### src/design/caf_pkg.sv
// =============================================================================
// Acceptance filter package
package caf_pkg;

   // =============================================================================
   // Sizes
   localparam int NUM_FILTERS = 16;
   localparam int NUM_MASKS = 3;
   localparam int FIDX_W = 4;
   localparam int APB_AW = 12;
   localparam int REG_W = 16;

   // =============================================================================
   // Identifier register field layout
   localparam int SID_MSB = 15;
   localparam int SID_LSB = 5;
   localparam int TYPE_BIT = 3;
   localparam int EXT_HI_MSB = 1;
   localparam int EXT_HI_LSB = 0;
   localparam int SID_W = 11;
   localparam int EID_W = 18;
   localparam logic [15:0] STD_IMPL_MASK = 16'hFFEB;

   // =============================================================================
   // Mask source codes and buffer pointer codes
   localparam logic [1:0] MSK_SRC_0 = 2'h0;
   localparam logic [1:0] MSK_SRC_1 = 2'h1;
   localparam logic [1:0] MSK_SRC_2 = 2'h2;
   localparam logic [3:0] BUF_TO_FIFO = 4'hF;

   // =============================================================================
   // Register byte offsets
   localparam logic [11:0] ADDR_FILT_BASE = 12'h000;
   localparam logic [11:0] ADDR_FILT_LAST = 12'h07C;
   localparam logic [11:0] ADDR_MSEL_LOW = 12'h080;
   localparam logic [11:0] ADDR_MSEL_HIGH = 12'h084;
   localparam logic [11:0] ADDR_MASK_BASE = 12'h090;
   localparam logic [11:0] ADDR_MASK_LAST = 12'h0A4;
   localparam logic [11:0] ADDR_STATUS = 12'h0A8;

   // =============================================================================
   // Reset values
   localparam logic [15:0] MSEL_RST = 16'h0000;
   localparam logic [15:0] MASK_RST = 16'h0000;

   // =============================================================================
   // Status register fields
   localparam int ST_BUSY_BIT = 0;
   localparam int ST_HIT_BIT = 1;
   localparam int ST_FILT_LSB = 4;
   localparam int ST_BUF_LSB = 8;

   // Controller states
   typedef enum logic [2:0] {
      ST_IDLE = 3'b001,
      ST_SCAN = 3'b010,
      ST_APBR = 3'b100
   } caf_state_type;

endpackage

### src/design/caf_filter_mem.sv
`timescale 1ns/1ps
// =============================================================================
// Filter identifier storage, one word per filter, registered read data
module caf_filter_mem #(
   parameter int AW = 4,
   parameter int LANE_W = 16,
   parameter int LANES = 2
) (
   // Clock
   input wire logic clk,
   // Write port
   input wire logic [AW-1:0] waddr,
   input wire logic [LANES-1:0] wlane,
   input wire logic [LANE_W-1:0] wdata,
   // Read port
   input wire logic [AW-1:0] raddr,
   output logic [LANES*LANE_W-1:0] rdata
);

   logic [LANES*LANE_W-1:0] mem [0:(1<<AW)-1];

   // Lane-wise write keeps the other half of the word intact
   always_ff @(posedge clk)
   begin
      for (int l = 0; l < LANES; l++)
      begin
         if (wlane[l])
         begin
            mem[waddr][l*LANE_W +: LANE_W] <= wdata;
         end
      end
   end

   // Read data from a register; no reset, contents start unknown
   always_ff @(posedge clk)
   begin
      rdata <= mem[raddr];
   end

endmodule

### src/design/caf_top.sv
// The APB slave port and the placing of the registers were chosen for this implementation.
`timescale 1ns/1ps
// =============================================================================
// Summary of operation
// - Included standard id bits must equal filter
// - Included extended id bits must equal filter
// - Type match: select 1 extended, 0 standard
// - No type match: either frame type accepted
// - Type match accepts only filter's chosen type
// - Standard mask bit 1 compares, 0 ignores
// - Eighteen extended mask bits compare or ignore
// - Mask source 00/01/10 picks mask 0/1/2
// - Filters 0-7 sources in low select register
// - Filters 8-15 sources in high select register
// - Sixteen independent filters with own id registers
// - Standard id bits 4 and 2 read zero
// - Only enabled filters may accept frames
// - Hit routes to filter's buffer; 1111 is FIFO
module caf_top
   import caf_pkg::*;
(
   // Clock and reset
   input wire logic pclk,
   input wire logic presetn,
   // APB slave
   input wire logic psel,
   input wire logic penable,
   input wire logic pwrite,
   input wire logic [APB_AW-1:0] paddr,
   input wire logic [31:0] pwdata,
   output logic [31:0] prdata,
   output logic pready,
   output logic pslverr,
   // Adjoining enable and pointer registers
   input wire logic [NUM_FILTERS-1:0] filter_enable_bit,
   input wire logic [4*NUM_FILTERS-1:0] filter_buffer_pointer,
   // Received frame
   input wire logic frm_valid,
   input wire logic [SID_W-1:0] frm_std_id,
   input wire logic [EID_W-1:0] frm_ext_id,
   input wire logic frm_is_ext,
   output logic frm_ready,
   // Acceptance result
   output logic acc_valid,
   output logic acc_hit,
   output logic [FIDX_W-1:0] acc_filter,
   output logic [3:0] acc_buffer,
   output logic acc_to_fifo
);

   // =============================================================================
   // Functions
   // Unimplemented bits of a standard id register are forced to zero
   function automatic logic [15:0] std_clean(input logic [15:0] v);
      std_clean = v & STD_IMPL_MASK;
   endfunction

   // One filter against one frame under one mask
   function automatic logic id_match(
      input logic [15:0] fstd,
      input logic [15:0] fext,
      input logic [15:0] mstd,
      input logic [15:0] mext,
      input logic [SID_W-1:0] sid,
      input logic [EID_W-1:0] eid,
      input logic is_ext
   );
      logic [SID_W-1:0] sid_diff;
      logic [EID_W-1:0] eid_diff;
      logic type_ok;
      sid_diff = (fstd[SID_MSB:SID_LSB] ^ sid) & mstd[SID_MSB:SID_LSB];
      eid_diff = ({fstd[EXT_HI_MSB:EXT_HI_LSB], fext} ^ eid)
                 & {mstd[EXT_HI_MSB:EXT_HI_LSB], mext};
      // Type condition only when the mask asks for it
      type_ok = mstd[TYPE_BIT] ? (fstd[TYPE_BIT] == is_ext) : 1'b1;
      // A standard frame carries no extended bits, so only its SID is compared
      id_match = type_ok && (sid_diff == '0) && (!is_ext || (eid_diff == '0));
   endfunction

   // =============================================================================
   // State
   caf_state_type state_q, state_d;
   logic [FIDX_W-1:0] eval_idx_q;
   logic [SID_W-1:0] sid_q;
   logic [EID_W-1:0] eid_q;
   logic is_ext_q;
   logic [15:0] msel_low_q;
   logic [15:0] msel_high_q;
   logic [15:0] mask_std_q [0:NUM_MASKS-1];
   logic [15:0] mask_ext_q [0:NUM_MASKS-1];
   logic last_hit_q;
   logic [FIDX_W-1:0] last_filt_q;
   logic [3:0] last_buf_q;
   logic [31:0] prdata_q;
   logic pready_q;
   logic pslverr_q;
   logic frm_ready_q;
   logic acc_valid_q;
   logic acc_hit_q;
   logic [FIDX_W-1:0] acc_filter_q;
   logic [3:0] acc_buffer_q;
   logic acc_to_fifo_q;
   logic [31:0] mem_rdata;

   // =============================================================================
   // APB decode
   wire logic acc_pend_w = psel && penable && !pready_q;
   wire logic fire_w = psel && penable && pready_q;
   wire logic aligned_w = (paddr[1:0] == 2'h0);
   wire logic is_filt_w = aligned_w && (paddr <= ADDR_FILT_LAST);
   wire logic is_msel_lo_w = (paddr == ADDR_MSEL_LOW);
   wire logic is_msel_hi_w = (paddr == ADDR_MSEL_HIGH);
   wire logic is_mask_w = aligned_w && (paddr >= ADDR_MASK_BASE) && (paddr <= ADDR_MASK_LAST);
   wire logic is_status_w = (paddr == ADDR_STATUS);
   wire logic mapped_w = is_filt_w || is_msel_lo_w || is_msel_hi_w || is_mask_w || is_status_w;
   wire logic [FIDX_W-1:0] apb_fidx_w = paddr[6:3];
   wire logic [11:0] mask_off_w = paddr - ADDR_MASK_BASE;
   wire logic [1:0] mask_idx_w = mask_off_w[4:3];
   wire logic half_ext_w = paddr[2];
   wire logic [15:0] wdata16_w = pwdata[15:0];
   wire logic wr_fire_w = fire_w && pwrite && !pslverr_q;
   // Filter reads go through the storage read port and must wait for it
   wire logic mem_rd_req_w = acc_pend_w && !pwrite && is_filt_w;

   // =============================================================================
   // Scan control
   wire logic start_scan_w = (state_q == ST_IDLE) && frm_valid;
   wire logic start_apbr_w = (state_q == ST_IDLE) && !frm_valid && mem_rd_req_w;
   wire logic [FIDX_W-1:0] eval_next_w = FIDX_W'(eval_idx_q + 1'b1);
   wire logic [FIDX_W-1:0] raddr_w = start_scan_w ? '0
                                   : (state_q == ST_SCAN) ? eval_next_w : apb_fidx_w;
   wire logic [31:0] msel_all_w = {msel_high_q, msel_low_q};
   wire logic [1:0] msel_w = msel_all_w[{eval_idx_q, 1'b0} +: 2];
   wire logic msel_ok_w = (msel_w == MSK_SRC_0) || (msel_w == MSK_SRC_1)
                          || (msel_w == MSK_SRC_2);
   // Reserved code 11 falls back on mask 0 index but can never produce a hit
   wire logic [1:0] mask_pick_w = msel_ok_w ? msel_w : MSK_SRC_0;
   wire logic [15:0] cur_fstd_w = std_clean(mem_rdata[15:0]);
   wire logic [15:0] cur_fext_w = mem_rdata[31:16];
   wire logic [15:0] cur_mstd_w = mask_std_q[mask_pick_w];
   wire logic [15:0] cur_mext_w = mask_ext_q[mask_pick_w];
   wire logic cur_match_w = id_match(cur_fstd_w, cur_fext_w, cur_mstd_w, cur_mext_w,
                                     sid_q, eid_q, is_ext_q);
   // Disabled filters and reserved mask codes never accept
   wire logic cur_hit_w = (state_q == ST_SCAN) && msel_ok_w
                          && filter_enable_bit[eval_idx_q] && cur_match_w;
   wire logic scan_end_w = (state_q == ST_SCAN)
                           && (cur_hit_w || (eval_idx_q == FIDX_W'(NUM_FILTERS - 1)));
   wire logic [3:0] cur_buf_w = filter_buffer_pointer[{eval_idx_q, 2'b00} +: 4];

   // =============================================================================
   // Filter storage write lanes: std half in lane 0, ext half in lane 1
   wire logic [1:0] mem_wlane_w = (wr_fire_w && is_filt_w)
                                  ? (half_ext_w ? 2'b10 : 2'b01) : 2'b00;
   wire logic [15:0] mem_wdata_w = half_ext_w ? wdata16_w : std_clean(wdata16_w);

   caf_filter_mem #(
      .AW(FIDX_W),
      .LANE_W(REG_W),
      .LANES(2)
   ) u_mem (
      .clk(pclk),
      .waddr(apb_fidx_w),
      .wlane(mem_wlane_w),
      .wdata(mem_wdata_w),
      .raddr(raddr_w),
      .rdata(mem_rdata)
   );

   // =============================================================================
   // Register read mux for flop-held registers
   wire logic [15:0] status_w = {4'h0, last_buf_q, last_filt_q, 2'b00, last_hit_q,
                                 (state_q != ST_IDLE)};
   wire logic [15:0] mask_rd_w = half_ext_w ? mask_ext_q[mask_idx_w]
                                            : std_clean(mask_std_q[mask_idx_w]);
   wire logic [15:0] reg_rd_w = is_msel_lo_w ? msel_low_q
                              : is_msel_hi_w ? msel_high_q
                              : is_mask_w ? mask_rd_w
                              : is_status_w ? status_w : 16'h0000;
   wire logic [15:0] mem_rd_w = half_ext_w ? mem_rdata[31:16] : std_clean(mem_rdata[15:0]);
   // Accesses other than filter storage reads answer with pready in the second access cycle
   wire logic fast_ans_w = acc_pend_w && !mem_rd_req_w;
   wire logic slow_ans_w = (state_q == ST_APBR);

   // =============================================================================
   // Next state
   always_comb
   begin
      state_d = state_q;
      unique case (state_q)
         ST_IDLE:
         begin
            if (start_scan_w)
            begin
               state_d = ST_SCAN;
            end
            else if (start_apbr_w)
            begin
               state_d = ST_APBR;
            end
         end
         ST_SCAN:
         begin
            if (scan_end_w)
            begin
               state_d = ST_IDLE;
            end
         end
         ST_APBR:
         begin
            state_d = ST_IDLE;
         end
         default:
         begin
            state_d = ST_IDLE;
         end
      endcase
   end

   // State, scan index and frame capture
   always_ff @(posedge pclk or negedge presetn)
   begin
      if (!presetn)
      begin
         state_q <= ST_IDLE;
         eval_idx_q <= '0;
         sid_q <= '0;
         eid_q <= '0;
         is_ext_q <= 1'b0;
         frm_ready_q <= 1'b0;
      end
      else
      begin
         state_q <= state_d;
         eval_idx_q <= start_scan_w ? '0 : (state_q == ST_SCAN) ? eval_next_w : eval_idx_q;
         if (start_scan_w)
         begin
            sid_q <= frm_std_id;
            eid_q <= frm_ext_id;
            is_ext_q <= frm_is_ext;
         end
         frm_ready_q <= (state_d == ST_IDLE);
      end
   end

   // Result: lowest-numbered hitting filter wins, one pulse per frame
   always_ff @(posedge pclk or negedge presetn)
   begin
      if (!presetn)
      begin
         acc_valid_q <= 1'b0;
         acc_hit_q <= 1'b0;
         acc_filter_q <= '0;
         acc_buffer_q <= '0;
         acc_to_fifo_q <= 1'b0;
         last_hit_q <= 1'b0;
         last_filt_q <= '0;
         last_buf_q <= '0;
      end
      else
      begin
         acc_valid_q <= scan_end_w;
         if (scan_end_w)
         begin
            acc_hit_q <= cur_hit_w;
            acc_filter_q <= cur_hit_w ? eval_idx_q : '0;
            acc_buffer_q <= cur_hit_w ? cur_buf_w : '0;
            acc_to_fifo_q <= cur_hit_w && (cur_buf_w == BUF_TO_FIFO);
            last_hit_q <= cur_hit_w;
            last_filt_q <= cur_hit_w ? eval_idx_q : '0;
            last_buf_q <= cur_hit_w ? cur_buf_w : '0;
         end
      end
   end

   // Mask and mask-select registers, written only at the completing edge
   always_ff @(posedge pclk or negedge presetn)
   begin
      if (!presetn)
      begin
         msel_low_q <= MSEL_RST;
         msel_high_q <= MSEL_RST;
         for (int m = 0; m < NUM_MASKS; m++)
         begin
            mask_std_q[m] <= MASK_RST;
            mask_ext_q[m] <= MASK_RST;
         end
      end
      else if (wr_fire_w)
      begin
         if (is_msel_lo_w)
         begin
            msel_low_q <= wdata16_w;
         end
         if (is_msel_hi_w)
         begin
            msel_high_q <= wdata16_w;
         end
         if (is_mask_w && half_ext_w)
         begin
            mask_ext_q[mask_idx_w] <= wdata16_w;
         end
         if (is_mask_w && !half_ext_w)
         begin
            mask_std_q[mask_idx_w] <= std_clean(wdata16_w);
         end
      end
   end

   // APB answer: ready held for exactly one cycle
   always_ff @(posedge pclk or negedge presetn)
   begin
      if (!presetn)
      begin
         pready_q <= 1'b0;
         pslverr_q <= 1'b0;
         prdata_q <= '0;
      end
      else
      begin
         pready_q <= !pready_q && (fast_ans_w || slow_ans_w);
         if (fast_ans_w)
         begin
            pslverr_q <= !mapped_w;
            prdata_q <= {16'h0000, (pwrite ? 16'h0000 : reg_rd_w)};
         end
         else if (slow_ans_w)
         begin
            pslverr_q <= 1'b0;
            prdata_q <= {16'h0000, mem_rd_w};
         end
      end
   end

   // =============================================================================
   // Outputs straight from flops
   assign prdata = prdata_q;
   assign pready = pready_q;
   assign pslverr = pslverr_q;
   assign frm_ready = frm_ready_q;
   assign acc_valid = acc_valid_q;
   assign acc_hit = acc_hit_q;
   assign acc_filter = acc_filter_q;
   assign acc_buffer = acc_buffer_q;
   assign acc_to_fifo = acc_to_fifo_q;

endmodule

### config.mk
export PLATFORM = sky130hd
export DESIGN_NAME = caf_top
export DESIGN_NICKNAME = d
export VERILOG_FILES = /design/src/design/caf_pkg.sv /design/src/design/caf_filter_mem.sv /design/src/design/caf_top.sv
export SDC_FILE = /design/constraint.sdc
export NUM_CORES = 1
export LEC_CHECK = 0
export BUFFER_PORTS_ARGS = -buffer_cell sky130_fd_sc_hd__buf_2
export CAP_MARGIN = 20
export CELL_PAD_IN_SITES_DETAIL_PLACEMENT = 2
export CELL_PAD_IN_SITES_GLOBAL_PLACEMENT = 2
export CORE_MARGIN = 5
export CORE_UTILIZATION = 30
export DETAILED_ROUTE_END_ITERATION = 16
export PLACE_DENSITY = 0.7
export SETUP_SLACK_MARGIN = 0.2
export SLEW_MARGIN = 20
export SYNTH_ARGS = -nofsm -noshare
export SYNTH_HDL_FRONTEND = slang
export SYNTH_SLANG_ARGS = --single-unit
### constraint.sdc
create_clock -name pclk -period 4.02 [get_ports pclk]
set_input_delay 0.402 -clock pclk [delete_from_list [all_inputs] [get_ports pclk]]
set_output_delay 0.402 -clock pclk [all_outputs]
set_load 0.02 [all_outputs]
# Yosys cells after proc, flatten, opt, wreduce, memory -nomap -nowiden
# Memories as Yosys holds them, arrays and structs flattened. A register that Yosys moved wholly into a read port is not among the register bits.
# Cells that the tools add are included.
# op_classes
muxes	48
bitwise	6
add_sub_neg	2
n_shift	2
n_reduce_logical	53
n_eq_ne	13
n_lt_le_gt_ge	7
# ops
operator	count
$mux W16	15
$bmux W16 S2	4
$bwmux W48	2
$mux W32	2
$shiftx A64 B7 Y4	1
$eq A12 B8 Y1 const B	3
$demux W16 S2	1
$shiftx A32 B6 Y2	1
$logic_and A1 B1 Y1	26
$mux W4	6
$and A18 B18 Y18	1
$logic_not A18 Y1	1
$xor A18 B18 Y18	1
$ge A12 B8 Y1 const B	1
$le A12 B7 Y1 const B	1
$le A12 B8 Y1 const B	1
$mux W12	1
$and A11 B11 Y11	1
$logic_not A11 Y1	1
$xor A11 B11 Y11	1
$logic_or A1 B1 Y1	9
$mux W3	3
$eq A4 B4 Y1 const B	2
$logic_not A1 Y1	8
21 further kinds	38
# totals
register_bits	211
mem_count	1
in_bits	160
elab_cells	154
ramBits	512
# memory_table
name	depth	word_bits	rd	rd_clocked_by_memory_dff	write_ports	line_no	text
u_mem.mem	16	32	1	1	1	caf_filter_mem.sv:20	logic [LANES*LANE_W-1:0] mem [0:(1<<AW)-1];

# Logic depth before layout (Yosys ltp)
# depth
ltp_word	19
mapped_depth	14

# Modules after synthesis
# A second synthesis with hierarchy kept.
# hier_totals
hier_cells	1907
hier_area_um2	30764.5
# modules_own_cells
mod	instances	area_per_inst_um2	cells_each
caf_filter_mem	1	19929.1	865
caf_top	1	10835.4	1042

# Worst setup path before layout
# No wires, ideal clock.
# synth_path
path_kind	register to register
startpoint	reg eval_idx_q[0]
endpoint	reg acc_filter_q[0], in the netlist acc_filter[0]
synth_period_minus_slack_ns	3.258
t_arrival_ns	3.112
t_required_ns	3.874
path_stages_with_launch	13
path_slack_ns	0.762
cell_sequence	dfrtp_1 > buf_6 > mux4_2 > and2_1 > a21oi_2 > nand3_2 > and2_4 > buf_6 > o211a_1 > o41a_1 > nand4bb_1 > o21ai_2 > o221ai_1
# synth_via
elab_chain_cells	16
elab_cells_between_ends	31
cone_classes	3 x eq/ne; 1 x shift; 11 x mux; 3 x bitwise; 13 x reduce/logical
# synth_rtl
element	line_no	text
start: declaration	caf_top.sv:83	logic [FIDX_W-1:0] eval_idx_q;
start signal: assignment	caf_top.sv:235	eval_idx_q <= start_scan_w ? '0 : (state_q == ST_SCAN) ? eval_next_w : eval_idx_q;
$shiftx A32 B6 Y2	caf_top.sv:133	wire logic [1:0] msel_w = msel_all_w[{eval_idx_q, 1'b0} +: 2];
$eq A2 B1 Y1 or $logic_not A2 Y1 (tied branches)	caf_top.sv:134	wire logic msel_ok_w = (msel_w == MSK_SRC_0) || (msel_w == MSK_SRC_1)
$logic_or A1 B1 Y1	caf_top.sv:134	
$logic_or A1 B1 Y1	caf_top.sv:135	|| (msel_w == MSK_SRC_2);
$mux W2	caf_top.sv:137	wire logic [1:0] mask_pick_w = msel_ok_w ? msel_w : MSK_SRC_0;
$not A2 Y3 (implied by the code)	caf_top.sv:140, caf_top.sv:141	
$bmux W16 S2, on equally long branches	caf_top.sv:141, caf_top.sv:140	
$mux W16, on equally long branches (2 in a row)	caf_top.sv:141, caf_top.sv:140	
$and A18 B18 Y18 or $and A11 B11 Y11 (tied branches)	caf_top.sv:73, caf_top.sv:71	
$logic_not A18 Y1 or $logic_not A11 Y1 (tied branches)	caf_top.sv:77	id_match = type_ok && (sid_diff == '0) && (!is_ext || (eid_diff == '0));
$logic_or A1 B1 Y1 or $logic_and A1 B1 Y1 (tied branches)	caf_top.sv:77	
$logic_and A1 B1 Y1	caf_top.sv:77	
$logic_and A1 B1 Y1	caf_top.sv:146	&& filter_enable_bit[eval_idx_q] && cur_match_w;
$logic_or A1 B1 Y1	caf_top.sv:148	&& (cur_hit_w || (eval_idx_q == FIDX_W'(NUM_FILTERS - 1)));
$logic_and A1 B1 Y1	caf_top.sv:148	
end signal: assignment	caf_top.sv:266	acc_filter_q <= cur_hit_w ? eval_idx_q : '0;
end: declaration	caf_top.sv:100	logic [FIDX_W-1:0] acc_filter_q;
# Several ways; a longest one is shown, not always the timed one. The select of a mux whose other input is x is not followed.
# A chain may end at the register's enable or synchronous reset.

# Final worst setup path
# layout_path
startpoint	reg eval_idx_q[0]
endpoint	reg acc_buffer_q[2], in the netlist acc_buffer[2]
# layout_via
elab_chain_cells	16
elab_cells_between_ends	32
cone_classes	3 x eq/ne; 2 x shift; 11 x mux; 3 x bitwise; 13 x reduce/logical
# layout_rtl
element	line_no	text
$shiftx A32 B6 Y2	caf_top.sv:133	
$eq A2 B1 Y1 or $logic_not A2 Y1 (tied branches)	caf_top.sv:134	
$logic_or A1 B1 Y1	caf_top.sv:134	
$logic_or A1 B1 Y1	caf_top.sv:135	
$mux W2	caf_top.sv:137	
$not A2 Y3 (implied by the code)	caf_top.sv:140, caf_top.sv:141	
$bmux W16 S2, on equally long branches	caf_top.sv:141, caf_top.sv:140	
$mux W16, on equally long branches (2 in a row)	caf_top.sv:141, caf_top.sv:140	
$and A18 B18 Y18 or $and A11 B11 Y11 (tied branches)	caf_top.sv:73, caf_top.sv:71	
$logic_not A18 Y1 or $logic_not A11 Y1 (tied branches)	caf_top.sv:77	
$logic_or A1 B1 Y1 or $logic_and A1 B1 Y1 (tied branches)	caf_top.sv:77	
$logic_and A1 B1 Y1	caf_top.sv:77	
$logic_and A1 B1 Y1	caf_top.sv:146	
$logic_or A1 B1 Y1	caf_top.sv:148	
$logic_and A1 B1 Y1	caf_top.sv:148	
end signal: assignment	caf_top.sv:267	acc_buffer_q <= cur_hit_w ? cur_buf_w : '0;
end: declaration	caf_top.sv:101	logic [3:0] acc_buffer_q;
# Several ways; a longest one is shown, not always the timed one. The select of a mux whose other input is x is not followed.

==> metrics.txt <==
# TYPE chip_impl_metric gauge
chip_impl_info{name="critPathLaunchType",value="flop"} 1
chip_impl_metric{name="antenna_left",unit=""} 0
chip_impl_metric{name="synth_top_area_share",unit="%"} 47.0
chip_impl_metric{name="detailedPlace.worstSlack",unit="ns"} -0.0801
chip_impl_metric{name="fin_ws",unit="ns"} 0.360
chip_impl_metric{name="postPlaceCellArea",unit="um^2"} 33600
chip_impl_metric{name="die_width",unit="um"} 330
chip_impl_metric{name="hpwl",unit="mm"} 74.5
chip_impl_metric{name="power.combinational.fraction",unit="%"} 26.4
chip_impl_metric{name="route.detailed.drc",unit=""} 0
chip_impl_metric{name="drt_first_iter_violations",unit=""} 1656
chip_impl_metric{name="fp.dieArea",unit="um^2"} 109000
chip_impl_metric{name="grt_start_max_net_pins",unit=""} 111
chip_impl_metric{name="pwr-share-seq",unit="%"} 40.1
chip_impl_metric{name="syn-mean-instance-area",unit="um^2"} 12.6
chip_impl_metric{name="timing.final.setup_violations",unit=""} 0
chip_impl_info{name="status",value="completed"} 1
chip_impl_metric{name="grt_pass1_vias",unit=""} 24100
chip_impl_metric{name="clock_latency",unit="ns"} 0.63
chip_impl_metric{name="layout_min_cycle_time",unit="ns"} 3.66
chip_impl_metric{name="globalRouteTotalUtil",unit="%"} 20.3
chip_impl_metric{name="drt_wl_total",unit="mm"} 113
chip_impl_metric{name="clock_skew",unit="ns"} 0.0329
chip_impl_metric{name="number_of_buffers_inserted_during_clock_tree_synthesis",unit=""} 79
chip_impl_metric{name="ctsHtreeMaxLevel",unit=""} 3
chip_impl_info{name="synth.area.top_cells",value="sky130_fd_sc_hd__edfxtp_1, sky130_fd_sc_hd__dfrtp_1, sky130_fd_sc_hd__nand2_1"} 1
chip_impl_metric{name="postSynth.asyncResetShare",unit="%"} 27.0
chip_impl_metric{name="layout.nets",unit=""} 2803
chip_impl_metric{name="viasPerCell",unit=""} 5.42
chip_impl_metric{name="max_freq",unit="MHz"} 273
chip_impl_metric{name="clkTransAtPathRegs",unit="ns"} 0.06
chip_impl_metric{name="cellLeakagePower",unit="nW"} 13.6
chip_impl_metric{name="die_h",unit="um"} 330
chip_impl_metric{name="port_buffers",unit=""} 173
chip_impl_metric{name="switching_fraction",unit="%"} 33.7
chip_impl_metric{name="design_area",unit="um^2"} 36500
chip_impl_info{name="cts_root_buf",value="sky130_fd_sc_hd__clkbuf_16"} 1
chip_impl_metric{name="cts_max_path_buffers",unit=""} 3
chip_impl_metric{name="post-route-period-util",unit="%"} 91.0
chip_impl_metric{name="post-layout-total-power",unit="mW"} 21.6
chip_impl_metric{name="area_growth",unit="%"} 19.0
chip_impl_metric{name="max-slew-margin-rel",unit="%"} 27.0
chip_impl_metric{name="cts.sink_count",unit=""} 699
chip_impl_metric{name="grt_pass1_wl",unit="mm"} 165
chip_impl_metric{name="syn-cell-area",unit="um^2"} 30700
chip_impl_metric{name="num_io_pins",unit=""} 206
chip_impl_metric{name="report.final.slew_viol_count",unit=""} 0
chip_impl_metric{name="globalplace.congestion",unit=""} 0.906
chip_impl_metric{name="total_switching_power",unit="mW"} 7.26
chip_impl_metric{name="r2r_setup_slack",unit="ns"} 0.36
chip_impl_metric{name="worst-slew-pin-transition",unit="ns"} 1.09
chip_impl_metric{name="fin_hold_ws",unit="ns"} 0.0335
chip_impl_info{name="endpoint_kind",value="flop"} 1
chip_impl_metric{name="synth_seq_area_share",unit="%"} 64.3
chip_impl_metric{name="synth_seq_cells",unit=""} 699
chip_impl_metric{name="timing.critical_path.required",unit="ns"} 4.54
chip_impl_info{name="mostFrequentLayoutCell",value="sky130_fd_sc_hd__edfxtp_1"} 1
chip_impl_metric{name="timing_hold_violations_final",unit=""} 0
chip_impl_metric{name="power.clock.fraction",unit="%"} 33.6
chip_impl_metric{name="worstPathArrival",unit="ns"} 4.18
chip_impl_metric{name="share_of_layout_cells_above_drive_strength_1",unit="%"} 21.8
chip_impl_metric{name="post_drt_wl_per_cell",unit="um"} 27.6
chip_impl_metric{name="floorplan.core_area",unit="um^2"} 102000
chip_impl_info{name="unrepaired_setup_endpoints_after_global_routing",value="yes"} 1
chip_impl_info{name="classification_of_the_worst_setup_path",value="flop to flop"} 1
chip_impl_metric{name="worstPathMaxFanout",unit=""} 13
chip_impl_info{name="type_of_the_tightest_min_delay_check",value="input port to flop"} 1
chip_impl_info{name="synthFlopType",value="sky130_fd_sc_hd__edfxtp_1"} 1
chip_impl_metric{name="netlist_instances",unit=""} 2427
chip_impl_metric{name="num_vias",unit=""} 22100
chip_impl_metric{name="drt_pre_antenna_iters",unit=""} 5
chip_impl_info{name="most_frequent_cells_in_the_layout",value="sky130_fd_sc_hd__edfxtp_1, sky130_fd_sc_hd__nand2_1, sky130_fd_sc_hd__dfrtp_1"} 1
chip_impl_info{name="tritoncts",value="done"} 1
chip_impl_metric{name="unique_cell_type_count_in_the_yosys_netlist",unit=""} 81
chip_impl_metric{name="timing.max_cap.violations",unit=""} 0
chip_impl_metric{name="number_of_flops_mapped_to_enable_cells_by_yosys",unit=""} 480
chip_impl_metric{name="initial_utilization",unit="%"} 30.2
chip_impl_info{name="synth_top_area_cell",value="sky130_fd_sc_hd__edfxtp_1"} 1
chip_impl_metric{name="cellInternalPower",unit="mW"} 14.3
chip_impl_metric{name="num_rows",unit=""} 117
chip_impl_metric{name="overflow",unit=""} 0
chip_impl_metric{name="vdd_drop_max",unit="mV"} 0.417
chip_impl_metric{name="initial_antenna_violation_count",unit=""} 8
chip_impl_metric{name="synth_warnings",unit=""} 0
chip_impl_metric{name="power-per-cell-area",unit="nW/um^2"} 590
-- kinds of logic after synthesis --
group           Yosys count  share of synthesized area [%]
flops                   699                           64.3
mux                     210                           8.17
other cells               1                         0.0122
compound gates          565                           13.1
buf+inv                 207                           2.88
simple gates            707                           10.4
fa+ha+maj                 1                         0.0408
xor+xnor                 37                           1.06
-- what timing repair did --
action	4_1_cts	5_1_grt
hold buffers	14	0
pin swaps	1	4
resized for setup	9	11
endpoints found under the hold margin	120	0
gates cloned	1	0
setup buffers	0	8
endpoints found under the setup margin	11	15
-- metrics by stage --
| stage | instances | TNS, ns | util [%] |
|---|---|---|---|
| floorplan | 2442 | 0 | - |
| detailed placement | 3906 | -0.321 | 33.0 |
| global placement | 3906 | 0 | 33.0 |
| CTS | 4067 | 0 | 35.7 |
| finish | 4079 | 0 | 35.9 |
| global route | 4075 | 0 | 35.9 |
-- synthesized netlist by cell type (all sizes together) (4+ instances only) --
cell type	number
nor2b	16
o211ai	19
a22oi	18
clkbuf	141
a311oi	61
nand3	20
nor2	82
nor3	14
and3	6
o21bai	5
or3	4
or2	4
mux4	19
inv	22
xnor2	10
o2111ai	7
o211a	4
edfxtp	480
nand2	411
a211oi	156
a21o	6
a22o	7
buf	43
o22ai	24
o21ai	45
mux2i	56
o221ai	13
mux2	135
a2111oi	5
and2	129
xor2	27
a221oi	8
nor4	7
a31oi	65
dfrtp	188
a21oi	102
dfxtp	30
-- worst max-delay path, cell delays in order (launching register included) --
cell	delay, ns
sky130_fd_sc_hd__dfrtp_4	0.56
sky130_fd_sc_hd__buf_4	0.21
sky130_fd_sc_hd__mux2i_1	0.15
sky130_fd_sc_hd__a22o_1	0.29
sky130_fd_sc_hd__nor3_4	0.26
sky130_fd_sc_hd__buf_4	0.21
sky130_fd_sc_hd__nand3_2	0.13
sky130_fd_sc_hd__and2_4	0.22
sky130_fd_sc_hd__o211a_1	0.25
sky130_fd_sc_hd__o41a_1	0.39
sky130_fd_sc_hd__and4bb_1	0.28
sky130_fd_sc_hd__o2111ai_2	0.16
sky130_fd_sc_hd__buf_6	0.22
sky130_fd_sc_hd__o221ai_1	0.20
-- layer usage --
metal  track usage (%)  share of wire [%]  vias to the layer above
met4              5.81                2.8                        4
met3              3.44                6.3                      154
met2              33.5                 47                      665
li1                  -                  -                     9518
met1              27.7                 44                    11800
met5                 0              0.029                        -
-- flip-flops by register name (all words and copies together) (netlist names), 11 cells and up --
name         cells
prdata          16
u_mem.rdata     30
mask_std_q      42
msel_high_q     16
u_mem.mem      480
msel_low_q      16
mask_ext_q      48
eid_q           18
sid_q           11
-- final cells by class --
| cell class | instances | area, um^2 |
|---|---|---|
| Multi-Input combinational cell | 1537 | 10300 |
| Tap cell | 1368 | 1710 |
| Fill cell | 10500 | 65200 |
| Sequential cell | 699 | 19800 |
| Timing Repair Buffer | 302 | 2060 |
| Clock inverter | 35 | 349 |
| Clock buffer | 111 | 2220 |
| Antenna cell | 4 | 10.0 |
| Inverter | 23 | 86.3 |
-- path summary, 6_finish.rpt --
path                                               to  cells past startpoint                      start
max                         acc_buffer[2]$_DFFE_PN0P_                     13  eval_idx_q[0]$_DFFE_PN0P_
min in group asynchronous        sid_q[2]$_DFFE_PN0P_                      2                    presetn
max reg2reg                 acc_buffer[2]$_DFFE_PN0P_                     13  eval_idx_q[0]$_DFFE_PN0P_
min                             eid_q[16]$_DFFE_PN0P_                      3             frm_ext_id[16]
max in group asynchronous  mask_std_q[44]$_DFFE_PN0P_                      3                    presetn
min reg2reg                     eid_q[13]$_DFFE_PN0P_                      2      eid_q[13]$_DFFE_PN0P_
-- power groups by stage --
stage,combinational (mW),clock (mW),sequential [mW]
after floorplan,3.34,0,8.46
after global routing,6.12,7.73,8.66
final,5.68,7.24,8.64
after detailed placement,5.54,0,8.77
after global placement,5.29,0,8.75
after CTS,5.64,7.41,8.63
Note: power is estimated with default switching activity, not from simulation.
